$ cat src/rtl/pdim_map.vh
// register indices, field positions and reset values of the done-interrupt masking block
`ifndef PDIM_MAP_VH
`define PDIM_MAP_VH

// register indices; byte address on the bus is four times the index
`define PDIM_IDX_ENABLE      8'hd6
`define PDIM_IDX_STREAM_OR   8'hd8
`define PDIM_IDX_POLL_OR     8'hda
`define PDIM_IDX_ASYNC_OR    8'hdc
`define PDIM_IDX_STREAM_AND  8'hde
`define PDIM_IDX_POLL_AND    8'he0
`define PDIM_IDX_ASYNC_AND   8'he2
`define PDIM_IDX_STATUS      8'he4
`define PDIM_IDX_IRQ_MASK    8'he5
`define PDIM_IDX_LIVE        8'he6

// address fields
`define PDIM_ADDR_IDX_HI     9
`define PDIM_ADDR_IDX_LO     2
`define PDIM_ADDR_TOP        31
`define PDIM_ADDR_UP_LO      10
`define PDIM_ADDR_UP_ZERO    22'h000000

// bit positions shared by enable, status, mask and live registers
`define PDIM_BIT_STREAM      9
`define PDIM_BIT_ASYNC       8
`define PDIM_BIT_POLL        7

// internal group numbering
`define PDIM_GRP_STREAM      0
`define PDIM_GRP_POLL        1
`define PDIM_GRP_ASYNC       2

// reset values and fills
`define PDIM_MASK_RST        16'h0000
`define PDIM_GRP_RST         3'h0
`define PDIM_ZERO32          32'h00000000
`define PDIM_ZERO16          16'h0000

// ahb-lite encodings
`define PDIM_HTRANS_ACT_BIT  1
`define PDIM_HRESP_OKAY      1'b0

`endif

$ cat src/rtl/pdim_group_eval.v
// completion condition of one schedule type from its done map and its two masks
`timescale 1ns/100ps
`include "pdim_map.vh"

module pdim_group_eval (
  // clock and reset
  input  wire        hclk,
  input  wire        hresetn,
  // descriptor done map and masks
  input  wire [15:0] done_map,
  input  wire [15:0] or_mask,
  input  wire [15:0] and_mask,
  input  wire        enable,
  // results
  output wire        hit,
  output wire        event_pulse
);

  reg hit_d_r;

  function grp_hit;
    input [15:0] done;
    input [15:0] om;
    input [15:0] am;
    begin
      // a cleared mask bit keeps its descriptor out of either condition
      grp_hit = (|(done & om)) ||
                ((am != `PDIM_ZERO16) && ((done & am) == am));
    end
  endfunction

  assign hit = grp_hit(done_map, or_mask, and_mask);

  // enable gates the event, so a disabled group raises nothing even if it stays met
  assign event_pulse = enable & hit & ~hit_d_r;

  always @(posedge hclk or negedge hresetn) begin
    if (!hresetn) begin
      hit_d_r <= 1'b0;
    end else begin
      hit_d_r <= hit & enable;
    end
  end

endmodule // pdim_group_eval

$ cat src/rtl/pdim_top.v
// ahb-lite register file and interrupt logic for descriptor done masking
//
// Implementation choice: the AHB-Lite interface to the registers.
`timescale 1ns/100ps
`include "pdim_map.vh"

////////////////////////////////////////////////////////////////////////////////
// Summary of operation
// a 16-bit stream or-mask register maps bit n to stream descriptor n, n from 15 down to 0.
// a one puts that stream descriptor in the or group, a zero keeps it out of any or condition.
// a 16-bit poll or-mask register maps bit n to poll descriptor n, n from 15 down to 0.
// a one puts that poll descriptor in the or condition, a zero adds no or condition.
// a 16-bit async or-mask register maps bit n to async descriptor n, n from 15 down to 0.
// a one adds that async descriptor to the or condition, a zero defines none for it.
// a 16-bit stream and-mask register maps bit n to stream descriptor n, n from 15 down to 0.
// a one puts that stream descriptor in the and group, a zero leaves it out.
// a 16-bit poll and-mask register maps bit n to poll descriptor n, a one joins the and group.
// every mask bit masks the done bit of its own descriptor, sixteen per schedule type.
// all mask registers are read and write and clear to zero on reset, so no group is active.
// a 16-bit async and-mask register maps bit n to async descriptor n and defines an and group.
// enable bit 9 lets a met stream condition raise the interrupt, zero suppresses it.
// enable bit 8 lets a met async condition raise the interrupt, zero suppresses it.
// enable bit 7 lets a met poll condition raise the interrupt, zero suppresses it.
// a type's event fires when any or-masked descriptor is done or all of a nonzero and mask are done.
module pdim_top (
  // clock and reset
  input  wire        hclk,
  input  wire        hresetn,
  // ahb-lite slave
  input  wire        hsel,
  input  wire [31:0] haddr,
  input  wire [1:0]  htrans,
  input  wire        hwrite,
  input  wire [2:0]  hsize,
  input  wire [31:0] hwdata,
  input  wire        hready,
  output wire        hreadyout,
  output wire        hresp,
  output reg  [31:0] hrdata,
  // descriptor done maps from the schedule engine
  input  wire [15:0] stream_done_map,
  input  wire [15:0] poll_done_map,
  input  wire [15:0] async_done_map,
  // interrupt
  output wire        irq
);

  ////////////////////////////////////////////////////////////////////////////////
  // state

  reg  [15:0] stream_or_r;
  reg  [15:0] poll_or_r;
  reg  [15:0] async_or_r;
  reg  [15:0] stream_and_r;
  reg  [15:0] poll_and_r;
  reg  [15:0] async_and_r;
  reg  [2:0]  enable_r;
  reg  [2:0]  status_r;
  reg  [2:0]  irq_mask_r;

  reg  [15:0] stream_or_nxt;
  reg  [15:0] poll_or_nxt;
  reg  [15:0] async_or_nxt;
  reg  [15:0] stream_and_nxt;
  reg  [15:0] poll_and_nxt;
  reg  [15:0] async_and_nxt;
  reg  [2:0]  enable_nxt;
  reg  [2:0]  status_nxt;
  reg  [2:0]  irq_mask_nxt;

  reg         wr_pend_r;
  reg  [7:0]  wr_idx_r;
  reg         wr_ok_r;

  wire        acc;
  wire        addr_ok;
  wire [7:0]  acc_idx;
  wire [2:0]  hit;
  wire [2:0]  evt;
  reg  [31:0] rd_mux;

  wire        we_stream_or;
  wire        we_poll_or;
  wire        we_async_or;
  wire        we_stream_and;
  wire        we_poll_and;
  wire        we_async_and;
  wire        we_enable;
  wire        we_status;
  wire        we_irq_mask;

  ////////////////////////////////////////////////////////////////////////////////
  // helpers

  // one write select used by every register below
  function wr_sel;
    input       pend;
    input       ok;
    input [7:0] cur;
    input [7:0] idx;
    begin
      wr_sel = pend & ok & (cur == idx);
    end
  endfunction

  // places the three group bits at their bus positions
  function [31:0] grp_word;
    input [2:0] g;
    reg   [31:0] w;
    begin
      w = `PDIM_ZERO32;
      w[`PDIM_BIT_STREAM] = g[`PDIM_GRP_STREAM];
      w[`PDIM_BIT_POLL]   = g[`PDIM_GRP_POLL];
      w[`PDIM_BIT_ASYNC]  = g[`PDIM_GRP_ASYNC];
      grp_word = w;
    end
  endfunction

  // picks the three group bits out of a bus word
  function [2:0] grp_bits;
    input [31:0] w;
    begin
      grp_bits = {w[`PDIM_BIT_ASYNC], w[`PDIM_BIT_POLL], w[`PDIM_BIT_STREAM]};
    end
  endfunction

  ////////////////////////////////////////////////////////////////////////////////
  // ahb-lite address phase

  // zero wait states: the slave never stretches a transfer
  assign hreadyout = 1'b1;
  assign hresp     = `PDIM_HRESP_OKAY;

  assign acc     = hsel & hready & htrans[`PDIM_HTRANS_ACT_BIT];
  assign acc_idx = haddr[`PDIM_ADDR_IDX_HI:`PDIM_ADDR_IDX_LO];
  // upper address bits must be zero, otherwise the access is unmapped
  assign addr_ok = (haddr[`PDIM_ADDR_TOP:`PDIM_ADDR_UP_LO] == `PDIM_ADDR_UP_ZERO);

  always @(posedge hclk or negedge hresetn) begin
    if (!hresetn) begin
      wr_pend_r <= 1'b0;
      wr_idx_r  <= 8'h00;
      wr_ok_r   <= 1'b0;
    end else begin
      wr_pend_r <= acc & hwrite;
      wr_idx_r  <= acc_idx;
      wr_ok_r   <= addr_ok;
    end
  end

  ////////////////////////////////////////////////////////////////////////////////
  // write strobes

  // decoded from the data-phase copy, since the address bus has already moved on by then
  assign we_stream_or  = wr_sel(wr_pend_r, wr_ok_r, wr_idx_r, `PDIM_IDX_STREAM_OR);
  assign we_poll_or    = wr_sel(wr_pend_r, wr_ok_r, wr_idx_r, `PDIM_IDX_POLL_OR);
  assign we_async_or   = wr_sel(wr_pend_r, wr_ok_r, wr_idx_r, `PDIM_IDX_ASYNC_OR);
  assign we_stream_and = wr_sel(wr_pend_r, wr_ok_r, wr_idx_r, `PDIM_IDX_STREAM_AND);
  assign we_poll_and   = wr_sel(wr_pend_r, wr_ok_r, wr_idx_r, `PDIM_IDX_POLL_AND);
  assign we_async_and  = wr_sel(wr_pend_r, wr_ok_r, wr_idx_r, `PDIM_IDX_ASYNC_AND);
  assign we_enable     = wr_sel(wr_pend_r, wr_ok_r, wr_idx_r, `PDIM_IDX_ENABLE);
  assign we_status     = wr_sel(wr_pend_r, wr_ok_r, wr_idx_r, `PDIM_IDX_STATUS);
  assign we_irq_mask   = wr_sel(wr_pend_r, wr_ok_r, wr_idx_r, `PDIM_IDX_IRQ_MASK);

  ////////////////////////////////////////////////////////////////////////////////
  // completion evaluation per schedule type

  pdim_group_eval u_stream (
    .hclk        (hclk),
    .hresetn     (hresetn),
    .done_map    (stream_done_map),
    .or_mask     (stream_or_r),
    .and_mask    (stream_and_r),
    .enable      (enable_r[`PDIM_GRP_STREAM]),
    .hit         (hit[`PDIM_GRP_STREAM]),
    .event_pulse (evt[`PDIM_GRP_STREAM])
  );

  pdim_group_eval u_poll (
    .hclk        (hclk),
    .hresetn     (hresetn),
    .done_map    (poll_done_map),
    .or_mask     (poll_or_r),
    .and_mask    (poll_and_r),
    .enable      (enable_r[`PDIM_GRP_POLL]),
    .hit         (hit[`PDIM_GRP_POLL]),
    .event_pulse (evt[`PDIM_GRP_POLL])
  );

  pdim_group_eval u_async (
    .hclk        (hclk),
    .hresetn     (hresetn),
    .done_map    (async_done_map),
    .or_mask     (async_or_r),
    .and_mask    (async_and_r),
    .enable      (enable_r[`PDIM_GRP_ASYNC]),
    .hit         (hit[`PDIM_GRP_ASYNC]),
    .event_pulse (evt[`PDIM_GRP_ASYNC])
  );

  ////////////////////////////////////////////////////////////////////////////////
  // register next values

  always @* begin
    stream_or_nxt  = stream_or_r;
    poll_or_nxt    = poll_or_r;
    async_or_nxt   = async_or_r;
    stream_and_nxt = stream_and_r;
    poll_and_nxt   = poll_and_r;
    async_and_nxt  = async_and_r;
    enable_nxt     = enable_r;
    irq_mask_nxt   = irq_mask_r;
    if (we_stream_or) begin
      stream_or_nxt = hwdata[15:0];
    end
    if (we_poll_or) begin
      poll_or_nxt = hwdata[15:0];
    end
    if (we_async_or) begin
      async_or_nxt = hwdata[15:0];
    end
    if (we_stream_and) begin
      stream_and_nxt = hwdata[15:0];
    end
    if (we_poll_and) begin
      poll_and_nxt = hwdata[15:0];
    end
    if (we_async_and) begin
      async_and_nxt = hwdata[15:0];
    end
    if (we_enable) begin
      enable_nxt = grp_bits(hwdata);
    end
    if (we_irq_mask) begin
      irq_mask_nxt = grp_bits(hwdata);
    end
  end

  // write-one-to-clear, but a new event in the same cycle keeps its bit set
  always @* begin
    status_nxt = status_r;
    if (we_status) begin
      status_nxt = status_r & ~grp_bits(hwdata);
    end
    status_nxt = status_nxt | evt;
  end

  always @(posedge hclk or negedge hresetn) begin
    if (!hresetn) begin
      stream_or_r  <= `PDIM_MASK_RST;
      poll_or_r    <= `PDIM_MASK_RST;
      async_or_r   <= `PDIM_MASK_RST;
      stream_and_r <= `PDIM_MASK_RST;
      poll_and_r   <= `PDIM_MASK_RST;
      async_and_r  <= `PDIM_MASK_RST;
      enable_r     <= `PDIM_GRP_RST;
      status_r     <= `PDIM_GRP_RST;
      irq_mask_r   <= `PDIM_GRP_RST;
    end else begin
      stream_or_r  <= stream_or_nxt;
      poll_or_r    <= poll_or_nxt;
      async_or_r   <= async_or_nxt;
      stream_and_r <= stream_and_nxt;
      poll_and_r   <= poll_and_nxt;
      async_and_r  <= async_and_nxt;
      enable_r     <= enable_nxt;
      status_r     <= status_nxt;
      irq_mask_r   <= irq_mask_nxt;
    end
  end

  ////////////////////////////////////////////////////////////////////////////////
  // read path

  // the mux reads next values, so a read right behind a write sees the new data
  always @* begin
    rd_mux = `PDIM_ZERO32;
    if (addr_ok) begin
      case (acc_idx)
        `PDIM_IDX_STREAM_OR:  rd_mux[15:0] = stream_or_nxt;
        `PDIM_IDX_POLL_OR:    rd_mux[15:0] = poll_or_nxt;
        `PDIM_IDX_ASYNC_OR:   rd_mux[15:0] = async_or_nxt;
        `PDIM_IDX_STREAM_AND: rd_mux[15:0] = stream_and_nxt;
        `PDIM_IDX_POLL_AND:   rd_mux[15:0] = poll_and_nxt;
        `PDIM_IDX_ASYNC_AND:  rd_mux[15:0] = async_and_nxt;
        `PDIM_IDX_ENABLE:     rd_mux = grp_word(enable_nxt);
        `PDIM_IDX_STATUS:     rd_mux = grp_word(status_nxt);
        `PDIM_IDX_IRQ_MASK:   rd_mux = grp_word(irq_mask_nxt);
        `PDIM_IDX_LIVE:       rd_mux = grp_word(hit);
        default:              rd_mux = `PDIM_ZERO32;
      endcase
    end
  end

  always @(posedge hclk or negedge hresetn) begin
    if (!hresetn) begin
      hrdata <= `PDIM_ZERO32;
    end else if (acc & ~hwrite) begin
      hrdata <= rd_mux;
    end
  end

  ////////////////////////////////////////////////////////////////////////////////
  // interrupt output

  // level output: stays high until software clears or masks every set status bit
  assign irq = |(status_r & irq_mask_r);

endmodule // pdim_top

$ cat config.mk
export PLATFORM = sky130hd
export DESIGN_NAME = pdim_top
export DESIGN_NICKNAME = d
export VERILOG_FILES = /design/src/rtl/pdim_group_eval.v /design/src/rtl/pdim_top.v
export VERILOG_INCLUDE_DIRS = /design/src /design/src/rtl
export SDC_FILE = /design/constraint.sdc
export NUM_CORES = 1
export LEC_CHECK = 0
export BUFFER_PORTS_ARGS = -buffer_cell sky130_fd_sc_hd__buf_2
export CAP_MARGIN = 10
export CELL_PAD_IN_SITES_DETAIL_PLACEMENT = 2
export CELL_PAD_IN_SITES_GLOBAL_PLACEMENT = 2
export CORE_MARGIN = 10
export CORE_UTILIZATION = 30
export CTS_BUF_LIST = sky130_fd_sc_hd__clkbuf_8
export DETAILED_ROUTE_END_ITERATION = 10
export PLACE_DENSITY_LB_ADDON = 0.05
export SLEW_MARGIN = 15
export SYNTH_ARGS = -nofsm -noshare
export SYNTH_HDL_FRONTEND = slang
export SYNTH_SLANG_ARGS = --single-unit
export TNS_END_PERCENT = 5
$ cat constraint.sdc
create_clock -name hclk -period 3.6 [get_ports hclk]
set_input_delay 0.36 -clock hclk [delete_from_list [all_inputs] [get_ports hclk]]
set_output_delay 0.36 -clock hclk [all_outputs]
set_load 0.005 [all_outputs]
==> results.json, run 1 <==
{
  "synth-seq-area-share_pct": 47.2,
  "p_sw_mw": 0.916,
  "layout_common_cells": "134 x dfrtp_1, 115 x buf_2, 89 x mux2_2, 46 x nand2_1, 31 x inv_1",
  "critPathSlowestCell": "or4b_4",
  "synth_top_area_cell": "dfrtp_1",
  "fin_skew_ns": 0.0165,
  "synth_cells": 624,
  "whs_ns": -0.0291,
  "finalNonFillerCells": 1081,
  "internal_power_mw": 2.13,
  "synth_seq_cells": 134,
  "numCtsBuffers": 17,
  "avgViaCountPerCell": 5.35,
  "core_region_area_mm2": 0.0234,
  "h-tree-depth": 4,
  "grt_pass1_wl_um": 44200,
  "tritoncts": "done",
  "synth.distinct_cells": 58,
  "pin_count": 157,
  "swShare_pct": 30.1,
  "post-place-cells": 1049,
  "die-area_mm2": 0.0302,
  "hold_class": "in -> async",
  "fin_crit_sh_pct": 76.0,
  "numPortBuffers": 116,
  "crit_chain": "or4b_4 -> or3_1 -> buf_4 -> mux2_2 -> a22o_1 -> o41ai_1 -> nand2_1",
  "crit_fanout": 16,
  "power_mw": 3.04,
  "antenna_found_initial": 0,
  "hold_buffers": 0,
  "maxSlewHeadroom_pct": 37.0,
  "fmax_mhz": 365,
  "p_clk_share_pct": 41.7,
  "worst_slack_ns": 0.864,
  "final_util_pct": 36.0,
  "grt_max_degree": 90,
  "cp.arrival_ns": 3.09,
  "grt_usage_pct": 19.4,
  "antennaDiodeCount": 0,
  "outcome": "complete, but fails checks",
  "rsz0062_at_grt": "no",
  "synthTopCellsByArea": "dfrtp_1 47%, mux2_2 14%, nand2_1 2.4%",
  "synth-main-ff-cell": "dfrtp_1",
  "cts_root_buf": "clkbuf_8",
  "p_leak_nw": 3.99,
  "async_reset_ff_share_pct": 100,
  "tns_ns": 0,
  "ctsResizeCount": 0,
  "r2r.worst_path.cells": 7,
  "p_comb_share_pct": 7.3,
  "cap_violations": 0,
  "r2r_setup_slack_ns": 0.86,
  "vdd_drop_max_v": 0.000180,
  "hold_viol": 9,
  "path_clk_slew_ns": 0.09,
  "critPathLaunchType": "flop",
  "initial_core_util_pct": 30.3,
  "rows": 56,
  "final_nets": 871,
  "max_stage_delay_ns": 0.56,
  "syn_area_mm2": 0.00710,
  "drt_pass1_iterations": 5,
  "syn_to_final_growth_pct": 18.7,
  "end_kind": "flop",
  "clock-sinks": 134,
  "drive_above_1_share_pct": 37.9,
  "period_needed_ns": 2.74,
  "route.antenna.remaining_nets": 0,
  "layout_commonest_cell": "dfrtp_1",
  "wl_um": 29400,
  "grt_overflow": 0,
  "vias": 5780,
  "fp.dieW_um": 174,
  "seqPwrFrac_pct": 51.0,
  "critPathRequiredTime_ns": 3.95,
  "setup_viol": 0,
  "tightest_slew_ns": 0.946,
  "place_ws_ns": 0.847,
  "dpl.hpwl_um": 22400,
  "clk_latency_ns": 0.47,
  "post_cts_buffers": 0,
  "wl_per_cell_um": 27.2,
  "synth_top_area_share_pct": 47.2,
  "drtIter0Drc": 465,
  "maxSlewViolCount": 0,
  "synth_edf_count": 0,
  "place_congestion": 0.881,
  "clockBufferDepth": 2,
  "power_density_mw_per_mm2": 361,
  "worstReg2RegStart": "wr_idx_r[4]",
  "grt_pass1_vias": 6613,
  "violations": "negative hold slack",
  "syn_avg_cell_area_um2": 11.4,
  "reg2reg_to": "hrdata[12]",
  "crit_type": "reg -> reg",
  "die_y_um": 174,
  "drc": 0,
  "yosysWarnings": 0
}
[stage by stage]
step / hold WS (ns) / instance area [µm²]
final: -0.0291 / 8430
after floorplan: 0.0644 / 7160
after CTS: 0.00619 / 8430
after global placement: 0.448 / 8040
after global routing: 0.0354 / 8430
after detailed placement: 0.457 / 8040
[routing by layer]
metal	part of all wire [%]	vias to the layer above	track usage (%)
met5	0	-	0
met4	1.3	0	4.88
met3	5.2	25	4.12
met2	46	161	30.3
met1	48	3021	26.8
li1	-	2573	-
[critical path: cells and delay by family (launching register included)]
kind | cells | cell delay, ns
simple gates | 3 | 1.00
compound gates | 2 | 0.64
flops | 1 | 0.41
mux | 1 | 0.32
buf+inv | 1 | 0.25
[worst max-delay path by stage]
stage	end	start	depth (start not counted)	slack (ns)
CTS	hrdata[0]	wr_idx_r[5]	7	0.82
detailed placement	hrdata[0]	wr_idx_r[5]	7	0.85
floorplan	hrdata[14]	wr_idx_r[5]	7	1.05
finish	hrdata[12]	wr_idx_r[4]	7	0.86
global route	hrdata[12]	wr_idx_r[4]	7	0.70
global placement	hrdata[12]	wr_idx_r[4]	7	0.88
[synthesized netlist by cell type (all sizes together) (14+ instances only)]
cell type and instances:
a22o 19, a22oi 20, a32o 14, and2 22, buf 25, clkbuf 20
dfrtp 134, inv 31, mux2 99, nand2 46, nand2b 16, nor2b 21
nor3 14, nor4 22
[area by class of cell]
cell class / count / area, µm²
Clock buffer: 17 / 234
Inverter: 31 / 116
Fill cell: 2577 / 15000
Timing Repair Buffer: 135 / 742
Tap cell: 319 / 399
Clock inverter: 15 / 153
Multi-Input combinational cell: 430 / 3430
Sequential cell: 134 / 3350
[cells by family after synthesis]
family	synth area share, %
AOI/OAI and AO/OA	14.5
buffers and inverters	5.48
DFF	47.2
muxes	16.4
other	0.106
and+or+nand+nor	16.3
[sequential cells by signal (all words and copies together) (netlist names)]
name              flops
stream_and_r         16
u_stream.hit_d_r      1
hrdata               16
status_r              3
wr_ok_r               1
u_async.hit_d_r       1
wr_idx_r              8
enable_r              3
wr_pend_r             1
async_and_r          16
async_or_r           16
u_poll.hit_d_r        1
poll_and_r           16
poll_or_r            16
irq_mask_r            3
stream_or_r          16
[power groups by stage]
stage	combinational, mW	clock [mW]	sequential [mW]
after floorplan	0.0878	0	1.57
after global placement	0.217	0	1.58
after detailed placement	0.222	0	1.58
after CTS	0.223	1.31	1.55
after global routing	0.247	1.38	1.56
final	0.223	1.27	1.55
Note: power is estimated with default switching activity, not from simulation.
==> run 2, diff against run 1 <==
--- a/config.mk
+++ b/config.mk
@@ -6,6 +6,7 @@
 export SDC_FILE = /design/constraint.sdc
 export NUM_CORES = 1
 export LEC_CHECK = 0
+export ABC_AREA = 1
 export BUFFER_PORTS_ARGS = -buffer_cell sky130_fd_sc_hd__buf_2
 export CAP_MARGIN = 10
 export CELL_PAD_IN_SITES_DETAIL_PLACEMENT = 2
==> constraint.sdc (replaced) <==
create_clock -name hclk -period 2.66 [get_ports hclk]
set_input_delay 0.266 -clock hclk [delete_from_list [all_inputs] [get_ports hclk]]
set_output_delay 0.266 -clock hclk [all_outputs]
set_load 0.005 [all_outputs]
==> run 2 against run 1 <==
The flow now finishes without violations. Total power up 40%. Sequential share of layout area shrank 1.9 points. Final cell count up 42%. Routed wire length is essentially flat. Global-route usage is essentially flat. Register-to-register slack worse by 0.34 ns. Synthesized cell count up 70%. Worst setup slack lost 0.34 ns. Design area increased by 5.1%. Critical path type unchanged. Critical endpoint is now hrdata[3].
==> results.json, run 2 <==
{
  "crit_fanout": 26,
  "synthTopCellsByCount": "440 x nand2_1, 134 x dfrtp_1, 116 x inv_1",
  "synth.distinct_cells": 27,
  "cpMostUsedCell": "nand2_1",
  "layout_common_cells": "440 x nand2_1, 134 x dfrtp_1, 118 x inv_1, 115 x buf_2, 82 x nor2_1",
  "antennaDiodeCount": 0,
  "r2r_setup_slack_ns": 0.52,
  "wl_per_cell_um": 19.1,
  "core_region_area_mm2": 0.0242,
  "wl_um": 29400,
  "clk_latency_ns": 0.47,
  "critPathTopFamily": "simple AND/OR/NAND/NOR gates",
  "maxSlewViolCount": 0,
  "endpoint": "hrdata[3]",
  "grt_max_degree": 61,
  "hold_viol": 0,
  "die-area_mm2": 0.0313,
  "cp-startpoint": "wr_idx_r[0]",
  "setup_viol": 0,
  "fmax_mhz": 467,
  "cp.arrival_ns": 2.50,
  "critPathRequiredTime_ns": 3.01,
  "drt_pass1_iterations": 4,
  "worstReg2RegStart": "wr_idx_r[0]",
  "whs_ns": 0.0163,
  "place_congestion": 0.819,
  "rows": 57,
  "layout_commonest_cell": "nand2_1",
  "grt_pass1_vias": 8241,
  "pin_count": 157,
  "ctsResizeCount": 0,
  "vias": 7172,
  "crit_buf_inv": 3,
  "period_needed_ns": 2.14,
  "fillers": 2982,
  "multi_input_area_mm2": 0.00334,
  "maxSlewHeadroom_pct": 57.3,
  "final_util_pct": 36.5,
  "fin_skew_ns": 0.0169,
  "p_leak_nw": 5.04,
  "place_ws_ns": 0.505,
  "drtIter0Drc": 353,
  "cts_root_buf": "clkbuf_8",
  "numPortBuffers": 116,
  "dpl.hpwl_um": 23800,
  "syn_to_final_growth_pct": 19.8,
  "synthTopCellsByArea": "dfrtp_1 45%, nand2_1 22%, inv_1 5.9%",
  "synth_edf_count": 0,
  "grt_overflow": 0,
  "synth_top_area_cell": "dfrtp_1",
  "fp.dieW_um": 177,
  "cap_violations": 0,
  "synth-main-ff-cell": "dfrtp_1",
  "synth_cells": 1062,
  "synth-seq-area-share_pct": 45.4,
  "cp.depth": 14,
  "async_reset_ff_share_pct": 100,
  "die_y_um": 177,
  "rsz0062_at_grt": "no",
  "drc": 0,
  "hold_class": "in -> reg",
  "critPathLaunchType": "flop",
  "r2r.worst_path.cells": 14,
  "synth_top_area_share_pct": 45.4,
  "crit_chain": "inv_1 -> nand2_1 -> nor2_4 -> buf_4 -> nand3_1 -> buf_4 -> nand2_1 -> o21ai_0 -> nand2_1 -> nand2_1 -> nor2_1 -> nand3_1 -> nand2_1 -> nand2_1",
  "worst_slack_ns": 0.519,
  "initial_core_util_pct": 30.5,
  "yosysWarnings": 0,
  "reg2reg_to": "hrdata[3]",
  "vdd_drop_max_v": 0.000248,
  "crit_type": "reg -> reg",
  "numCtsBuffers": 17,
  "grt_pass1_wl_um": 46500,
  "synth.most_common_cell": "nand2_1",
  "synth_seq_cells": 134,
  "tns_ns": 0,
  "tightest_slew_ns": 0.641,
  "path_clk_slew_ns": 0.08,
  "clockBufferDepth": 2,
  "syn_avg_cell_area_um2": 6.96,
  "syn_area_mm2": 0.00739,
  "critPathSlowestCell": "dfrtp_1",
  "h-tree-depth": 4,
  "max_stage_delay_ns": 0.41,
  "seq_area_mm2": 0.00335,
  "tritoncts": "done",
  "fin_crit_sh_pct": 80.5,
  "clock-sinks": 134,
  "drive_above_1_share_pct": 15.5,
  "avgViaCountPerCell": 4.68,
  "end_kind": "flop",
  "outcome": "complete, no violations",
  "final_nets": 1320,
  "antenna_found_initial": 0,
  "power_density_mw_per_mm2": 480,
  "grt_usage_pct": 19.4,
  "route.antenna.remaining_nets": 0
}
-- run 2: changes by cell type after synthesis, moves of 21 or more --
cell     previous run  this run
nand2_1            46       440
o21ai_1             0        53
inv_1              31       116
nor2b_1            21         0
nand3_1            12        61
nor2_1              3        82
o21ai_0             5        42
mux2_2             89         0
-- run 2: layout make-up --
| class | instances | area share, % |
|---|---|---|
| Timing Repair Buffer | 144 | 9.68 |
| Sequential cell | 134 | 37.9 |
| Tap cell | 324 | 4.58 |
| Multi-Input combinational cell | 774 | 37.7 |
| Inverter | 127 | 5.38 |
| Clock buffer | 17 | 2.64 |
| Clock inverter | 14 | 2.12 |
-- run 2: kinds of logic (layout without fill, tap and decap cells) --
group / after synthesis / count (layout) / synth area share, %
AOI/OAI and AO/OA: 103 / 103 / 6.98
buffers and inverters: 170 / 302 / 10.2
DFF: 134 / 134 / 45.4
other: 2 / 18 / 0.102
and+or+nand+nor: 653 / 653 / 37.3
-- run 2: timing repair --
item	4_1_cts	5_1_grt
setup buffers	0	0
hold endpoints to repair	65	0
hold buffers	9	0
-- run 2: how the worst min path moves through the flow --
stage                     cells past startpoint              to  slack [ns]    start
after floorplan                               0  async_and_r[0]       -0.03  hresetn
after global placement                        1  async_or_r[11]        0.31  hresetn
after detailed placement                      1  async_or_r[11]        0.31  hresetn
after CTS                                     3       wr_pend_r       0.002   hwrite
after global routing                          3       wr_pend_r        0.01   hwrite
final                                         3       wr_pend_r        0.02   hwrite
-- run 2: where the power goes --
| part | leakage [nW] | switching, mW | internal, mW |
|---|---|---|---|
| clock network | 0.214 | 0.875 | 1.01 |
| registers | 1.45 | 0.00560 | 2.04 |
| logic | 3.38 | 0.214 | 0.107 |
-- run 2: worst min-delay path, delay by kind of cell --
family,cells,cell delay [ns]
buffers and inverters,2,0.14
and+or+nand+nor,1,0.04
-- run 2: per-layer routing --
layer	up-vias	wire, µm	track usage (%)
met4	0	442	5.08
li1	3527	-	-
met3	30	1040	3.37
met5	-	0	0
met2	109	15300	35.7
met1	3506	12600	22.6
-- run 2: stage by stage --
stage	area, µm²	power (mW)	cells
after floorplan	7450	2.22	1078
after global routing	8850	4.44	1534
after global placement	8340	2.40	1494
final	8850	4.25	1534
after detailed placement	8340	2.41	1494
after CTS	8850	4.31	1534
